### src/tci_defines.svh
// offsets, field positions, reset values and timing counts of the interval timer
`ifndef TCI_DEFINES_SVH
`define TCI_DEFINES_SVH
// ----------------------------------------
// register word offsets (word addresses, not byte addresses)
// ----------------------------------------
`define TCI_OFF_CNT0 4'h0
`define TCI_OFF_CNT1 4'h1
`define TCI_OFF_CNT2 4'h2
`define TCI_OFF_CTRL 4'h3
`define TCI_OFF_STAT 4'h4
`define TCI_OFF_CLR 4'h5
`define TCI_OFF_IEN 4'h6
`define TCI_OFF_GATE 4'h7
// ----------------------------------------
// control word fields
// ----------------------------------------
`define TCI_CW_SEL_HI 7
`define TCI_CW_SEL_LO 6
`define TCI_CW_ACC_HI 5
`define TCI_CW_ACC_LO 4
`define TCI_CW_MODE_HI 3
`define TCI_CW_MODE_LO 1
`define TCI_CW_BCD 0
// ----------------------------------------
// reset values and timing
// ----------------------------------------
`define TCI_GATE_RST 3'h7
`define TCI_CLK_HZ 100000000
`define TCI_CNT_HZ 2000000
`define TCI_CNT_DIV (`TCI_CLK_HZ / `TCI_CNT_HZ)
`endif

### src/tci_pkg.sv
// types shared by the interval timer files
package tci_pkg;
    typedef enum logic [1:0] {
        TCI_ACC_LATCH = 2'h0,
        TCI_ACC_LSB = 2'h1,
        TCI_ACC_MSB = 2'h2,
        TCI_ACC_BOTH = 2'h3
    } tci_acc_e;
    typedef enum logic [2:0] {
        TCI_M_TCINT = 3'h0,
        TCI_M_ONESHOT = 3'h1,
        TCI_M_RATE = 3'h2,
        TCI_M_SQUARE = 3'h3,
        TCI_M_SWSTB = 3'h4,
        TCI_M_HWSTB = 3'h5
    } tci_mode_e;
    typedef enum logic [1:0] {
        TCI_LD_IDLE = 2'b00,
        TCI_LD_RUN = 2'b01,
        TCI_LD_WAIT = 2'b11
    } tci_run_e;
    typedef logic [15:0] tci_cnt_t;
endpackage : tci_pkg

### src/tci_timer.sv
// three channel interval timer with avalon-mm register slave
`timescale 1ns/1ps
`default_nettype none
`include "tci_defines.svh"
module tci_timer (
    input wire logic clk,
    input wire logic rst_n,
    input wire logic [3:0] avs_address,
    input wire logic avs_read,
    input wire logic avs_write,
    input wire logic [31:0] avs_writedata,
    output logic [31:0] avs_readdata,
    output logic avs_waitrequest,
    input wire logic [1:0] gate_in,
    output logic [1:0] timer_out,
    output logic baud_clk,
    output logic irq
);
    import tci_pkg::*;
    // ----------------------------------------
    // state
    // ----------------------------------------
    tci_mode_e mode_r [3];
    logic [2:0] bcd_r;
    tci_acc_e acc_r [3];
    logic [2:0] wr_hi_r, rd_hi_r, latched_r;
    logic [7:0] lsb_r [3];
    tci_cnt_t latch_r [3];
    logic [2:0] load_r;
    tci_cnt_t ldval_r [3];
    logic [2:0] stat_r, ien_r, gate_r;
    logic ack_r;
    logic [31:0] rdata_r;
    tci_cnt_t cnt_w [3];
    logic [2:0] out_w, tc_w;
    logic tick;
    // ----------------------------------------
    // bus decode
    // ----------------------------------------
    wire req = (avs_read || avs_write) && !ack_r;
    wire wr_go = avs_write && !ack_r;
    wire rd_go = avs_read && !ack_r;
    wire [1:0] wsel = avs_address[1:0];
    wire is_cnt = (avs_address[3:2] == 2'b00) && (wsel != 2'h3);
    wire is_ctrl = (avs_address == `TCI_OFF_CTRL);
    wire [1:0] cw_sel = avs_writedata[`TCI_CW_SEL_HI:`TCI_CW_SEL_LO];
    wire [1:0] cw_acc = avs_writedata[`TCI_CW_ACC_HI:`TCI_CW_ACC_LO];
    wire [2:0] cw_mode = avs_writedata[`TCI_CW_MODE_HI:`TCI_CW_MODE_LO];
    wire cw_ok = (cw_sel != 2'h3);
    wire cw_latch = cw_ok && (cw_acc == 2'h0);
    wire [2:0] clr_w = (wr_go && avs_address == `TCI_OFF_CLR) ? avs_writedata[2:0] : 3'h0;
    assign avs_waitrequest = req; // one wait cycle on every access
    assign avs_readdata = rdata_r;
    assign irq = |(stat_r & ien_r);
    assign timer_out = out_w[1:0];
    assign baud_clk = out_w[2];
    // ----------------------------------------
    // counters
    // ----------------------------------------
    tci_prescale u_pre (
        .clk(clk),
        .rst_n(rst_n),
        .tick(tick)
    );
    for (genvar g = 0; g < 3; g++) begin : g_ch
        // the baud channel has no gate pin; software gate only
        wire gate_w;
        if (g == 2) begin : g_sw
            assign gate_w = gate_r[g];
        end else begin : g_pin
            assign gate_w = gate_r[g] && gate_in[g];
        end
        tci_counter u_cnt (
            .clk(clk),
            .rst_n(rst_n),
            .tick(tick),
            .gate(gate_w),
            .load(load_r[g]),
            .load_val(ldval_r[g]),
            .mode(mode_r[g]),
            .bcd(bcd_r[g]),
            .count(cnt_w[g]),
            .cnt_out(out_w[g]),
            .tc_pulse(tc_w[g])
        );
        wire hit = is_cnt && (wsel == 2'(g));
        wire cw_me = wr_go && is_ctrl && cw_ok && (cw_sel == 2'(g));
        wire two_b = (acc_r[g] == TCI_ACC_BOTH);
        wire wr_cnt = wr_go && hit;
        wire rd_cnt = rd_go && hit;
        wire wr_done = wr_cnt && (!two_b || wr_hi_r[g]);
        tci_cnt_t src;
        assign src = latched_r[g] ? latch_r[g] : cnt_w[g];
        always_ff @(posedge clk or negedge rst_n) begin
            if (!rst_n) begin
                mode_r[g] <= TCI_M_TCINT;
                bcd_r[g] <= 1'b0;
                acc_r[g] <= TCI_ACC_BOTH;
                wr_hi_r[g] <= 1'b0;
                rd_hi_r[g] <= 1'b0;
                latched_r[g] <= 1'b0;
                lsb_r[g] <= 8'h00;
                latch_r[g] <= 16'h0000;
                load_r[g] <= 1'b0;
                ldval_r[g] <= 16'h0000;
            end else begin
                load_r[g] <= wr_done;
                if (cw_me && cw_latch) begin
                    latch_r[g] <= cnt_w[g];
                    latched_r[g] <= 1'b1;
                end else if (cw_me) begin
                    mode_r[g] <= tci_mode_e'(cw_mode);
                    bcd_r[g] <= avs_writedata[`TCI_CW_BCD];
                    acc_r[g] <= tci_acc_e'(cw_acc);
                    wr_hi_r[g] <= 1'b0;
                    rd_hi_r[g] <= 1'b0;
                end else if (rd_cnt) begin
                    rd_hi_r[g] <= two_b && !rd_hi_r[g];
                    if (!two_b || rd_hi_r[g]) latched_r[g] <= 1'b0;
                end
                if (wr_cnt) begin
                    unique case (acc_r[g])
                        TCI_ACC_LSB: ldval_r[g] <= {8'h00, avs_writedata[7:0]};
                        TCI_ACC_MSB: ldval_r[g] <= {avs_writedata[7:0], 8'h00};
                        default: begin
                            if (wr_hi_r[g]) ldval_r[g] <= {avs_writedata[7:0], lsb_r[g]};
                            else lsb_r[g] <= avs_writedata[7:0];
                            wr_hi_r[g] <= !wr_hi_r[g];
                        end
                    endcase
                end
            end
        end
    end
    // ----------------------------------------
    // read mux
    // ----------------------------------------
    logic [7:0] cnt_byte;
    always_comb begin
        cnt_byte = 8'h00;
        for (int i = 0; i < 3; i++) begin
            if (wsel == 2'(i)) begin
                if (acc_r[i] == TCI_ACC_MSB || (acc_r[i] == TCI_ACC_BOTH && rd_hi_r[i])) begin
                    cnt_byte = (latched_r[i] ? latch_r[i][15:8] : cnt_w[i][15:8]);
                end else begin
                    cnt_byte = (latched_r[i] ? latch_r[i][7:0] : cnt_w[i][7:0]);
                end
            end
        end
    end
    wire [31:0] rd_mux = is_cnt ? {24'h0, cnt_byte} :
        (avs_address == `TCI_OFF_STAT) ? {29'h0, stat_r} :
        (avs_address == `TCI_OFF_IEN) ? {29'h0, ien_r} :
        (avs_address == `TCI_OFF_GATE) ? {29'h0, gate_r} : 32'h0000_0000;
    // ----------------------------------------
    // bus and interrupt registers
    // ----------------------------------------
    always_ff @(posedge clk or negedge rst_n) begin
        if (!rst_n) begin
            ack_r <= 1'b0;
            rdata_r <= 32'h0000_0000;
            stat_r <= 3'h0;
            ien_r <= 3'h0;
            gate_r <= `TCI_GATE_RST;
        end else begin
            ack_r <= req;
            if (rd_go) rdata_r <= rd_mux;
            // a new terminal count wins over a clear in the same cycle
            stat_r <= (stat_r & ~clr_w) | tc_w;
            if (wr_go && avs_address == `TCI_OFF_IEN) ien_r <= avs_writedata[2:0];
            if (wr_go && avs_address == `TCI_OFF_GATE) gate_r <= avs_writedata[2:0];
        end
    end
endmodule : tci_timer
`default_nettype wire

### src/tci_prescale.sv
// divider making the one-cycle count-rate enable
`timescale 1ns/1ps
`default_nettype none
`include "tci_defines.svh"
module tci_prescale (
    input wire logic clk,
    input wire logic rst_n,
    output logic tick
);
    localparam logic [7:0] DIV_M1 = 8'(`TCI_CNT_DIV - 1);
    logic [7:0] div_r;
    assign tick = (div_r == DIV_M1);
    always_ff @(posedge clk or negedge rst_n) begin
        if (!rst_n) begin
            div_r <= 8'h00;
        end else begin
            div_r <= tick ? 8'h00 : div_r + 8'h01;
        end
    end
endmodule : tci_prescale
`default_nettype wire

### src/tci_counter.sv
// one 16-bit down counter with mode output logic
`timescale 1ns/1ps
`default_nettype none
`include "tci_defines.svh"
module tci_counter (
    input wire logic clk,
    input wire logic rst_n,
    input wire logic tick,
    input wire logic gate,
    input wire logic load,
    input wire tci_pkg::tci_cnt_t load_val,
    input wire tci_pkg::tci_mode_e mode,
    input wire logic bcd,
    output tci_pkg::tci_cnt_t count,
    output logic cnt_out,
    output logic tc_pulse
);
    import tci_pkg::*;
    tci_cnt_t cnt_r, reload_r;
    logic out_r, run_r, sq_hi_r;
    // bcd decrement, digit by digit
    function automatic tci_cnt_t dec(input tci_cnt_t v, input logic b);
        tci_cnt_t r;
        logic bor;
        r = v;
        bor = 1'b1;
        if (!b) begin
            r = v - 16'h0001;
        end else begin
            for (int i = 0; i < 4; i++) begin
                if (bor) begin
                    if (v[i*4 +: 4] == 4'h0) begin
                        r[i*4 +: 4] = 4'h9;
                    end else begin
                        r[i*4 +: 4] = v[i*4 +: 4] - 4'h1;
                        bor = 1'b0;
                    end
                end
            end
        end
        return r;
    endfunction : dec
    wire free_run = (mode == TCI_M_RATE) || (mode == TCI_M_SQUARE) || (mode == TCI_M_TCINT);
    wire step = tick && run_r && (gate || !free_run);
    wire at_one = (cnt_r == 16'h0001);
    wire at_two = (cnt_r == 16'h0002);
    wire tc_now = step && at_one;
    tci_cnt_t nxt_dec;
    assign nxt_dec = dec(cnt_r, bcd);
    assign count = cnt_r;
    assign cnt_out = out_r;
    assign tc_pulse = tc_now && (mode == TCI_M_TCINT);
    always_ff @(posedge clk or negedge rst_n) begin
        if (!rst_n) begin
            cnt_r <= 16'h0000;
            reload_r <= 16'h0000;
            run_r <= 1'b0;
            out_r <= 1'b1;
            sq_hi_r <= 1'b1;
        end else if (load) begin
            cnt_r <= load_val;
            reload_r <= load_val;
            run_r <= 1'b1;
            out_r <= (mode != TCI_M_TCINT);
            sq_hi_r <= 1'b1;
        end else if (step) begin
            unique case (mode)
                TCI_M_TCINT: begin
                    cnt_r <= nxt_dec;
                    if (at_one) out_r <= 1'b1;
                end
                TCI_M_RATE: begin
                    cnt_r <= at_one ? reload_r : nxt_dec;
                    out_r <= !at_two;
                end
                TCI_M_SQUARE: begin
                    // count by two per half so both halves take n/2 ticks, (n+1)/2 when n is odd
                    if (cnt_r <= 16'h0002) begin
                        cnt_r <= reload_r;
                        sq_hi_r <= !sq_hi_r;
                        out_r <= !sq_hi_r;
                    end else begin
                        cnt_r <= dec(nxt_dec, bcd);
                    end
                end
                TCI_M_SWSTB, TCI_M_ONESHOT, TCI_M_HWSTB: begin
                    cnt_r <= nxt_dec;
                    out_r <= !at_one;
                    if (at_one) run_r <= 1'b0;
                end
                default: begin
                    cnt_r <= nxt_dec;
                end
            endcase
        end else if (tick && (mode == TCI_M_SWSTB)) begin
            out_r <= 1'b1;
        end
    end
endmodule : tci_counter
`default_nettype wire

### config.mk
export PLATFORM = sky130hd
export DESIGN_NAME = tci_timer
export DESIGN_NICKNAME = d
export VERILOG_FILES = /design/src/tci_pkg.sv /design/src/tci_timer.sv /design/src/tci_prescale.sv /design/src/tci_counter.sv
export VERILOG_INCLUDE_DIRS = /design/src /design/src/src
export SDC_FILE = /design/constraint.sdc
export NUM_CORES = 1
export LEC_CHECK = 0
export ABC_AREA = 0
export BUFFER_PORTS_ARGS = -buffer_cell sky130_fd_sc_hd__buf_2
export CAP_MARGIN = 30
export CORE_ASPECT_RATIO = 1.75
export CORE_MARGIN = 5
export CORE_UTILIZATION = 45
export CTS_BUF_LIST = sky130_fd_sc_hd__clkbuf_2 sky130_fd_sc_hd__clkbuf_4 sky130_fd_sc_hd__clkbuf_8
export DETAILED_ROUTE_END_ITERATION = 8
export PLACE_DENSITY = 0.68
export SYNTH_ARGS = -nofsm -noshare
export SYNTH_HDL_FRONTEND = slang
export SYNTH_HIERARCHICAL = 1
export SYNTH_SLANG_ARGS = --single-unit
### constraint.sdc
create_clock -name clk -period 7.2 [get_ports clk]
set_clock_uncertainty 0.1 [all_clocks]
set_input_delay 1.08 -clock clk [delete_from_list [all_inputs] [get_ports clk]]
set_output_delay 1.08 -clock clk [all_outputs]
set_load 0.05 [all_outputs]
==> results of run 1 <==
[where the power goes]
part	internal [mW]	total [mW]	leakage, nW	switching (mW)
registers	1.77	2.06	3.73	0.289
clock network	0.877	1.55	0.529	0.671
logic	0.647	1.70	4.34	1.05
[Yosys cell counts, drive strengths merged, types with 14 or more instances]
library cell    n  area (sq um)
dfrtp         266          6660
nand2         252           971
nor2          204           776
o21ai         193           970
mux2          106          1200
clkbuf        103           389
a21oi          98           494
buf            70           440
inv            68           255
nor3           51           304
nand3          47           235
xnor2          38           333
nand4          32           219
nor4           32           258
xor2           30           263
nand2b         28           180
a22oi          26           195
ha             25           313
mux2i          24           240
mux4           24           541
and2           20           128
a211oi         19           165
a31oi          19           119
nor2b          19           119
or3            19           121
o211ai         18           135
o31ai          18           135
a221oi         17           149
dfstp          15           394
and3           14          87.6
or2            14          87.6
[state kept, by name, indices dropped and copies added, names as in the netlist, 6 cells and up]
name and cells:
acc_r 6, latch_r 48, u_pre/div_r 8, ldval_r 48
lsb_r 24, avs_readdata 8, mode_r 9, g_ch.u_cnt/count 48
g_ch.u_cnt/reload_r 48
[layout by cell type, fill, tap and decap left out, drive strengths merged, types with 15 or more instances in the layout]
| cell | netlist | routed |
|---|---|---|
| a221oi | 17 | 17 |
| inv | 68 | 68 |
| nand2b | 28 | 28 |
| xor2 | 30 | 30 |
| dfrtp | 266 | 266 |
| o211ai | 18 | 18 |
| nand3 | 47 | 47 |
| or3 | 19 | 19 |
| nor2b | 19 | 19 |
| o31ai | 18 | 18 |
| nand4 | 32 | 32 |
| a21oi | 98 | 98 |
| buf | 70 | 65 |
| o21ai | 193 | 193 |
| nand2 | 252 | 252 |
| a31oi | 19 | 19 |
| conb | 1 | 24 |
| ha | 25 | 25 |
| dfstp | 15 | 15 |
| and2 | 20 | 20 |
| mux2i | 24 | 24 |
| a211oi | 19 | 19 |
| mux4 | 24 | 24 |
| nor4 | 32 | 32 |
| nor3 | 51 | 51 |
| clkbuf | 103 | 67 |
| xnor2 | 38 | 38 |
| nor2 | 204 | 204 |
| a22oi | 26 | 26 |
| mux2 | 106 | 106 |
[metal layers]
metal,part of all wire,routed length (um)
met3,0.049,2760
met2,0.51,29000
met1,0.37,20900
met5,0.00069,39
met4,0.068,3850
[metrics by stage]
stage	worst slack (ns)	util	total power, mW	cells
2_1_floorplan	3.84	-	3.28	2134
3_3_place_gp	2.97	0.466	3.70	2571
3_5_place_dp	3.08	0.467	3.75	2576
4_1_cts	3.05	0.491	5.31	2656
5_1_grt	2.81	0.492	5.60	2659
6_report	3.00	0.492	5.31	2659
[cell type report]
type | count | area share
multi-input combinational | 1612 | 0.530
sequential | 281 | 0.350
clock buffer | 67 | 0.0430
tap | 550 | 0.0342
timing repair buffer | 66 | 0.0221
inverter | 68 | 0.0127
clock inverter | 13 | 0.00733
antenna | 2 | 0.000249
[cell families after synthesis]
logic type,count (synthesis),synth area share
AND/OR/NAND/NOR,785,0.214
AO/OA/AOI/OAI,556,0.196
flip-flops,281,0.377
buffers and inverters,241,0.0580
multiplexers,154,0.106
XOR/XNOR,68,0.0318
adder cells (fa/ha/maj),25,0.0167
other,1,0.000201
[path summary, 6_finish.rpt]
path | from | end | slack, ns | cells after the start
min in group clk | u_pre/div_r[7] | u_pre/div_r[7] | 0.38 | 1
setup / recovery | g_ch[0].u_cnt/count[0] | g_ch[0].u_cnt/count[15] | 3.00 | 10
setup reg to reg | g_ch[0].u_cnt/count[0] | g_ch[0].u_cnt/count[15] | 3.00 | 10
hold reg to reg | u_pre/div_r[7] | u_pre/div_r[7] | 0.38 | 1
hold / removal | rst_n | g_ch[0].u_cnt/count[14] | 0.35 | 1
max in group asynchronous | rst_n | ldval_r[9] | 5.17 | 2
==> results.md, run 1 <==
* Synth warn at 6
* Vias per inst at 6.15
* Global route overflow at 0
* EDFF count, synth at 0
* Cell family with most CP delay: simple AND/OR/NAND/NOR gates
* Run status: complete, no violations
* Setup_tns at 0 ns
* Sequential cell area at 7050 sq um
* Die Height at 280 um
* CP bufs+invs at 1
* Part of the Yosys area used for sequential elements at 0.377
* Tmin final at 4.20 ns
* IO buf count at 30
* Initial antenna violation count at 5
* Grt met1 use at 0.279
* Cts bufs inserted at 43
* Most used DFF post-synth: dfrtp_1
* Syn-to-layout area delta at 7.68%
* Initial core utilization at 0.457
* Nets at 2,139
* Yosys reg bits at 281
* Gpl congestion at 0.991
* Critical Path Start Type: flip-flop
* Critical path class: reg2reg
* Total Routing Usage GR at 0.244
* F_max at 238 MHz
* Hold_buf cts at 0
* # rows at 98
* Setup bufs post-CTS at 0
* CP max FO at 14
* Drt first pass iters at 5
* Filler cells at 3,892
* Pleak at 8.61 nW
* Clock slew at reported path FFs at 0.07 ns
* GR Util met2 at 0.429
* Async SR Flop Fraction at 1.00
* Crit share post-route at 0.584
* GR peak layer: met2
* RSZ-0062 raised after global routing: false
* Final Instance Area at 20,100 sq um
* Initial drt markers at 1,215
* Num ports at 79
* Root Buffer: clkbuf_8
* CTS tree: yes
* Drt wl/cell at 21.3 um
* DR vias at 16,363
* Clock Sinks at 281
* Post-route ant nets at 0
* Arr. time, crit path at 4.60 ns
* Max rail drop VDD at 172 uV
* Ratio of cells with drive above 1 in the final layout at 0.170
* Worst slew pin tran at 1.10 ns
* CP Data Required Time at 7.60 ns
* Worst path slowest cell: o311ai_1
* Clock Path Buffers at 3
* Most frequent CP cell: a21oi_1
* Max-slew headroom at 0.256
* Htree depth at 2
* Max cap viols at 0
* PwrDens at 264 nW/um^2
* Mapped Cells at 2,111
* Syn_area_per_cell at 8.86 sq um
* Met3 Use GR at 0.0330
* Area occupied by multi-input gates at 10,700 sq um
* Die span in x at 164 um
* Largest net degree at the start of global routing at 184
* Vias in the first global route at 15,889
* Resized cells post-CTS at 0
* Final slew viol count at 0
* Final hold violations at 0
* # DRC at 0
* Crit path cell chain: inv_1 -> ha_1 -> and2_1 -> o311ai_1 -> nand4_1 -> or4b_1 -> a21oi_1 -> a21oi_1 -> nand3b_1 -> a22oi_1
* Post-Syn Area at 18,700 sq um
* Clk_lat worst skew at 0.59 ns
* Total routed wirelength at 56.6 mm
* Wire length of the first global-routing pass at 89.0 mm
* Yosys cell types at 106
* Critical Path End Type: flip-flop
* Worst Hold Class: in2async
* DP Wirelength at 41.4 mm
* WHS at 0.346 ns
* Final setup vio count at 0
* Core box area at 41,000 sq um
* DIE AREA at 45,900 sq um
* Area after DPL at 19,100 sq um
* Slowest stage delay, CP at 0.72 ns
Note: power is estimated with default switching activity, not from simulation.
==> run 2, diff against run 1 <==
ABC_AREA = 1   (was 0)
clock period = 4.38 ns   (was 7.2 ns; I/O delays follow)
==> run 2 against run 1 <==
Register-to-register slack got worse by 1.9 ns. Final area up 3.2%. Largest power group is now combinational logic. Power is 100% higher. Clock-buffer cell count decreased by 5. Sequential share of layout area shrank 1.1 points. Clock power up 44%. Critical path type unchanged. Maximum frequency grew 28%. Critical path depth rose by 2. Final cell count rose by 29%. Sequential power increased by 79%. Critical endpoint is now g_ch[0].u_cnt/count[14].
==> results.md, run 2 <==
* Placed Cells incl. Taps at 3,346 (was 2,576)
* Simple-gate share of the synthesized area at 0.358 (was 0.214)
* Root Buffer: clkbuf_8 (unchanged)
* Wire length of the first global-routing pass at 100 mm (was 89.0 mm)
* Pleak at 10.5 nW (was 8.61 nW)
* Initial antenna violation count at 2 (was 5)
* # rows at 100 (was 98)
* Most used DFF post-synth: dfrtp_1 (unchanged)
* Clock group share of total power at 0.210 (was 0.292)
* Max rail drop VDD at 227 uV (was 172 uV)
* Commonest cells after routing, fill and taps aside: nand2_1 (911), inv_1 (286), dfrtp_1 (266) (was dfrtp_1 (266), nand2_1 (248), nor2_1 (200))
* Cell Count, Final, Fillers Out at 3,421 (was 2,659)
* Total routed wirelength at 63.8 mm (was 56.6 mm)
* Worst Hold Class: in2async (unchanged)
* Htree depth at 2 (unchanged)
* RSZ-0062 raised after global routing: false (unchanged)
* Net Sw Frac at 0.471 (was 0.378)
* Synth cell count leaders: nand2_1 (911), inv_1 (286), dfrtp_1 (266) (was dfrtp_1 (266), nand2_1 (248), nor2_1 (200))
* Total Routing Usage GR at 0.262 (was 0.244)
* Int Pwr at 5.61 mW (was 3.30 mW)
* Top-count cell post-synth: nand2_1 (was dfrtp_1)
* Yosys reg bits at 281 (unchanged)
* Multiplexer area fraction after synthesis at 0 (was 0.106)
* Die Height at 284 um (was 280 um)
* Top cell type by total area after synthesis: dfrtp_1 (unchanged)
* Final worst slack at 1.09 ns (was 3.00 ns)
* Syn-to-layout area delta at 7.61% (was 7.68%)
* CTS tree: yes (unchanged)
* Crit path to: g_ch[0].u_cnt/count[14] (was g_ch[0].u_cnt/count[15])
* Critical Path Start Type: flip-flop (unchanged)
* Initial drt markers at 1,479 (was 1,215)
* Clock Path Buffers at 3 (unchanged)
* Critical path class: reg2reg (unchanged)
* Vias in the first global route at 18,365 (was 15,889)
* EDFF count, synth at 0 (unchanged)
* PwrDens at 511 nW/um^2 (was 264 nW/um^2)
* Reg2reg start: g_ch[0].u_cnt/count[9] (was g_ch[0].u_cnt/count[0])
* Crit share post-route at 0.750 (was 0.584)
* Synth warn at 6 (unchanged)
* Largest net degree at the start of global routing at 116 (was 184)
* Synth area leaders: dfrtp_1 (34%), nand2_1 (18%), nand3_1 (5.9%) (was dfrtp_1 (36%), mux2_2 (6.2%), o21ai_0 (5.0%))
* Sequential Power Share at 0.348 (was 0.389)
* Most common cell after layout, fill and taps aside: nand2_1 (was dfrtp_1)
* Core box area at 42,500 sq um (was 41,000 sq um)
* F_max at 304 MHz (was 238 MHz)
* Post-route ant nets at 0 (unchanged)
* Mapped Cells at 2,812 (was 2,111)
* Post-Syn Area at 19,300 sq um (was 18,700 sq um)
* Part of the Yosys area used for sequential elements at 0.365 (was 0.377)
* Post-synth top area share at 0.345 (was 0.356)
* # DRC at 0 (unchanged)
* Drt wl/cell at 18.6 um (was 21.3 um)
* CP Data Required Time at 4.78 ns (was 7.60 ns)
* Nets at 2,896 (was 2,139)
* Ratio of cells with drive above 1 in the final layout at 0.119 (was 0.170)
* IO buf count at 30 (unchanged)
* Critical Path Source: g_ch[0].u_cnt/count[9] (was g_ch[0].u_cnt/count[0])
* Setup_tns at 0 ns (unchanged)
* Async SR Flop Fraction at 1.00 (unchanged)
* Hold_buf cts at 0 (unchanged)
* Psw at 5.00 mW (was 2.01 mW)
* Post-Synth Adder-Cell Area at 0.0162 (was 0.0167)
* Setup bufs post-CTS at 0 (unchanged)
* DIE AREA at 47,300 sq um (was 45,900 sq um)
* DP Wirelength at 48.7 mm (was 41.4 mm)
* Tmin final at 3.29 ns (was 4.20 ns)
* Max cap viols at 0 (unchanged)
* Final setup vio count at 0 (unchanged)
* Worst slew pin tran at 0.982 ns (was 1.10 ns)
* Post-place setup slack at 1.22 ns (was 3.08 ns)
* Cts bufs inserted at 42 (was 43)
* Max-slew headroom at 0.343 (was 0.256)
* CP max FO at 13 (was 14)
* Syn_area_per_cell at 6.87 sq um (was 8.86 sq um)
* Vias per inst at 5.55 (was 6.15)
* FF-to-FF path depth at 12 (was 10)
* Gpl congestion at 1.02 (was 0.991)
* DR vias at 18,991 (was 16,363)
* Crit path cell chain: nor2_2 -> nand2_1 -> inv_2 -> nand3_1 -> a21oi_4 -> inv_2 -> nor2_4 -> o21ai_0 -> o21ai_0 -> o21bai_1 -> nand2_1 -> a21oi_1 (was inv_1 -> ha_1 -> and2_1 -> o311ai_1 -> nand4_1 -> or4b_1 -> a21oi_1 -> a21oi_1 -> nand3b_1 -> a22oi_1)
* Worst path slowest cell: dfrtp_1 (was o311ai_1)
* Comb power frac at 0.441 (was 0.319)
* Num ports at 79 (unchanged)
* Worst reg2reg path endpoint: g_ch[0].u_cnt/count[14] (was g_ch[0].u_cnt/count[15])
* Global route overflow at 0 (unchanged)
* Clk_lat worst skew at 0.60 ns (was 0.59 ns)
* Final slew viol count at 0 (unchanged)
* Complex-gate fraction of the synthesized area at 0.160 (was 0.196)
* Run status: complete, no violations (unchanged)
* Drt first pass iters at 6 (was 5)
* XOR/XNOR Fraction of Synth Area at 0.00680 (was 0.0318)
* Die span in x at 167 um (was 164 um)
* Slowest stage delay, CP at 0.54 ns (was 0.72 ns)
* Initial core utilization at 0.454 (was 0.457)
* Main combinational cell family by area after synthesis: simple AND/OR/NAND/NOR gates (unchanged)
* Resized cells post-CTS at 0 (unchanged)
* Clock slew at reported path FFs at 0.08 ns (was 0.07 ns)
* R2r setup slk at 1.09 ns (was 3.00 ns)
* Final hold violations at 0 (unchanged)
* Clock Sinks at 281 (unchanged)
* Yosys cell types at 56 (was 106)
* Arr. time, crit path at 3.68 ns (was 4.60 ns)
* Layout Utilization at 0.488 (was 0.492)
* Critical Path End Type: flip-flop (unchanged)
run 2: cell count changes after synthesis, sizes merged, moves of 28 or more:
cell / change
nor2: +35
clkbuf: -59
xnor2: -33
nor4: -32
nand2: +718
mux2: -106
nand2b: -28
nor3: -32
inv: +248
o21ai: +77
nand3: +202
run 2: cells by family after synthesis:
group	count (synthesis)
flops	281
buf+inv	438
simple gates	1529
fa+ha+maj	25
compound gates	523
other cells	1
xor+xnor	15
run 2: per-stage QoR:
step,cell area (sq um),power (mW),hold WS [ns]
after detailed placement,19900,8.31,0.359
final,20800,10.6,0.0477
after floorplan,19400,6.96,0.261
after global routing,20800,11.3,0.143
after global placement,19900,8.21,0.350
after CTS,20800,10.6,0.0604
run 2: power groups by stage:
stage | registers, mW | clock network (mW) | logic [mW]
4_1_cts | 3.68 | 2.28 | 4.61
6_report | 3.69 | 2.23 | 4.68
3_3_place_gp | 3.71 | 0 | 4.51
3_5_place_dp | 3.72 | 0 | 4.59
5_1_grt | 3.74 | 2.38 | 5.21
2_1_floorplan | 3.50 | 0 | 3.46
run 2: how the worst min path moves through the flow:
stage / startpoint / slack [ns] / depth (start not counted) / endpoint
floorplan: rst_n / 0.26 / 0 / ack_r
global placement: g_ch[0].u_cnt/reload_r[3] / 0.35 / 2 / g_ch[0].u_cnt/reload_r[3]
detailed placement: latch_r[25] / 0.36 / 2 / latch_r[25]
CTS: rst_n / 0.06 / 1 / g_ch[2].u_cnt/count[12]
global route: rst_n / 0.14 / 1 / latch_r[28]
finish: rst_n / 0.05 / 1 / g_ch[2].u_cnt/count[12]
run 2: worst max-delay path, delay by kind of cell (launching register included):
kind,cells,cell delay (ns)
and+or+nand+nor,5,1.10
DFF,1,0.54
AOI/OAI and AO/OA,5,1.06
buffers and inverters,2,0.41
run 2: routing by layer:
| layer | routed length [um] | share of wire | global-route usage |
|---|---|---|---|
| met3 | 2810 | 0.044 | 0.0236 |
| met2 | 33200 | 0.52 | 0.484 |
| met5 | 0 | 0 | 0 |
| met1 | 22600 | 0.35 | 0.274 |
| met4 | 5170 | 0.081 | 0.186 |
run 2: cell type report:
class	count	area (sq um)
Antenna cell	2	5.00
Clock buffer	62	785
Clock inverter	11	63.8
Fill cell	4321	21800
Inverter	331	1250
Multi-Input combinational cell	2116	10500
Sequential cell	281	7050
Tap cell	561	702
Timing Repair Buffer	57	388
==> run 3, diff against run 2 <==
PLACE_DENSITY = 0.71   (was 0.68)
clock period = 2.76 ns   (was 4.38 ns; I/O delays follow)
==> run 3 against run 2 <==
Core utilization grew 4.4 points. Combinational power grew 93%. Final cell count grew 5.8%. Hold slack gained 0.054 ns. Critical path depth grew 2. Critical endpoint unchanged. Critical path type unchanged. Power grew 77%. Maximum frequency grew 25%. Global-route usage grew 2.2 points. Flip-flop and latch count is the same. Largest cell class unchanged. Largest power group unchanged. Clock-buffer cell count grew 6. Highest routed layer unchanged. Register-to-register slack lost 0.97 ns. Clock power grew 87%.
==> results.md, run 3 (same netlist as run 2, synthesis figures left out) <==
* Drt wl/cell at 19.1 um (was 18.6 um)
* DR vias at 20,011 (was 18,991)
* Root Buffer: clkbuf_8 (unchanged)
* Vias per inst at 5.53 (was 5.55)
* Total Routing Usage GR at 0.284 (was 0.262)
* Drt first pass iters at 6 (unchanged)
* R2r setup slk at 0.13 ns (was 1.09 ns)
* Max cap viols at 0 (unchanged)
* Critical path class: reg2reg (unchanged)
* Tmin final at 2.63 ns (was 3.29 ns)
* Hold_sp: avs_writedata[5]
* Area after DPL at 21,300 sq um (was 19,900 sq um)
* Pleak at 11.5 nW (was 10.5 nW)
* Psw at 8.48 mW (was 5.00 mW)
* Nets at 3,089 (was 2,896)
* Wire length of the first global-routing pass at 107 mm (was 100 mm)
* Final slew viol count at 0 (unchanged)
* Final hold violations at 0 (unchanged)
* CTS tree: yes (unchanged)
* Post-route ant nets at 0 (unchanged)
* Initial drt markers at 1,386 (was 1,479)
* Max-slew headroom at 0.529 (was 0.343)
* Gpl congestion at 1.05 (was 1.02)
* Crit share post-route at 0.954 (was 0.750)
* Int Pwr at 10.3 mW (was 5.61 mW)
* # rows at 100 (unchanged)
* DIE AREA at 47,300 sq um (unchanged)
* Ratio of cells with drive above 1 in the final layout at 0.191 (was 0.119)
* Comb power frac at 0.482 (was 0.441)
* Final setup vio count at 0 (unchanged)
* Critical Path End Type: flip-flop (unchanged)
* FF-to-FF path depth at 14 (was 12)
* PwrDens at 828 nW/um^2 (was 511 nW/um^2)
* DP Wirelength at 54.1 mm (was 48.7 mm)
* Num ports at 79 (unchanged)
* Sequential Power Share at 0.295 (was 0.348)
* Clock Sinks at 281 (unchanged)
* Setup_tns at 0 ns (unchanged)
* Die span in x at 167 um (unchanged)
* IO buf count at 30 (unchanged)
* Max rail drop VDD at 384 uV (was 227 uV)
* Largest net degree at the start of global routing at 67 (was 116)
* Critical Path Start Type: flip-flop (unchanged)
* Clk_lat worst skew at 0.62 ns (was 0.60 ns)
* Worst Hold Class: in2reg (was in2async)
* Commonest cells after routing, fill and taps aside: nand2_1 (902), inv_1 (282), dfrtp_1 (256) (was nand2_1 (911), inv_1 (286), dfrtp_1 (266))
* # DRC at 0 (unchanged)
* CP Data Required Time at 3.17 ns (was 4.78 ns)
* Clock Path Buffers at 3 (unchanged)
* Core box area at 42,500 sq um (unchanged)
* Critical Path Source: g_ch[0].u_cnt/count[3] (was g_ch[0].u_cnt/count[9])
* Initial core utilization at 0.454 (unchanged)
* Clock group share of total power at 0.223 (was 0.210)
* Reg2reg start: g_ch[0].u_cnt/count[3] (was g_ch[0].u_cnt/count[9])
* Worst reg2reg path endpoint: g_ch[0].u_cnt/count[14] (unchanged)
* Total routed wirelength at 69.2 mm (was 63.8 mm)
* Placed Cells incl. Taps at 3,531 (was 3,346)
* Initial antenna violation count at 1 (was 2)
* Cell Count, Final, Fillers Out at 3,620 (was 3,421)
* Most common cell after layout, fill and taps aside: nand2_1 (unchanged)
* CP max FO at 9 (was 13)
* Clock slew at reported path FFs at 0.07 ns (was 0.08 ns)
* Die Height at 284 um (unchanged)
* Cts bufs inserted at 45 (was 42)
* Global route overflow at 0 (unchanged)
* Arr. time, crit path at 3.04 ns (was 3.68 ns)
* Layout Utilization at 0.533 (was 0.488)
* Net Sw Frac at 0.452 (was 0.471)
* Final Instance Area at 22,700 sq um (was 20,800 sq um)
* Run status: complete, no violations (unchanged)
* Worst slew pin tran at 0.706 ns (was 0.982 ns)
* Crit path to: g_ch[0].u_cnt/count[14] (unchanged)
* F_max at 380 MHz (was 304 MHz)
* Htree depth at 2 (unchanged)
* Filler cells at 4,208 (was 4,321)
* Vias in the first global route at 19,857 (was 18,365)
* Syn-to-layout area delta at 17.3% (was 7.61%)
run 3: changes by cell type in the layout (fill, tap and decap cells not counted), sizes merged:
cell	change
buf	+189
bufinv	+3
diode	-1
clkinvlp	-1
clkinv	+1
inv	+1
dlygate4sd3	+1
clkbuf	+6
run 3: power by group through the flow:
stage | clock network (mW) | registers [mW] | logic [mW]
floorplan | 0 | 5.55 | 5.49
global placement | 0 | 5.53 | 8.57
detailed placement | 0 | 5.56 | 8.69
CTS | 4.24 | 5.49 | 8.77
global route | 4.41 | 5.60 | 9.94
finish | 4.17 | 5.53 | 9.05
run 3: cell type report:
type | count | area (sq um) | area share
inverters | 331 | 1250 | 0.0552
well taps | 561 | 702 | 0.0310
multi-input cells | 2116 | 10700 | 0.474
repair buffers | 247 | 1850 | 0.0818
diodes | 1 | 2.50 | 0.000110
clock inverters | 15 | 178 | 0.00784
clock buffers | 68 | 873 | 0.0385
flip-flops and latches | 281 | 7060 | 0.312
run 3: worst max-delay path: stages, from the launching register on:
cell      delay, ns
dfrtp_2        0.48
nor2_4         0.16
buf_12         0.14
nand3_4        0.11
nand2_2        0.18
nand3_1        0.09
nand2_1        0.18
nand3_2        0.20
nor2_8         0.19
nand3_1        0.11
nor2_1         0.11
nor2_1         0.06
o21bai_1       0.18
nand2_1        0.08
a21oi_1        0.16
run 3: how the worst min path moves through the flow:
| stage | end | slack (ns) | cells after the start |
|---|---|---|---|
| floorplan | ack_r | 0.02 | 0 |
| global placement | avs_readdata[3] | 0.25 | 1 |
| detailed placement | avs_readdata[3] | 0.26 | 1 |
| CTS | latch_r[31] | 0.07 | 4 |
| global route | latch_r[18] | 0.1 | 4 |
| finish | latch_r[31] | 0.10 | 4 |
run 3: timing repair:
item                       4_1_cts  5_1_grt
setup endpoints to repair        4       35
hold buffers                     1        0
hold endpoints to repair        41        0
gates resized for setup          4       58
buffers inserted                 1        3
pin swaps                        1        8
run 3: metrics by stage:
step | setup WS, ns | hold WS (ns) | power [mW]
2_1_floorplan | 0.405 | 0.0184 | 11.0
3_3_place_gp | -0.00499 | 0.252 | 14.1
3_5_place_dp | -0.0203 | 0.263 | 14.2
4_1_cts | 0.000580 | 0.0713 | 18.5
5_1_grt | -0.0146 | 0.0993 | 20.0
6_report | 0.126 | 0.101 | 18.8
run 3: metal layers:
layer  wire, um  track usage  part of all wire
met5          0            0                 0
met4       7090        0.234              0.10
met3       2960       0.0291             0.043
met2      35300        0.518              0.51
met1      23800        0.288              0.34
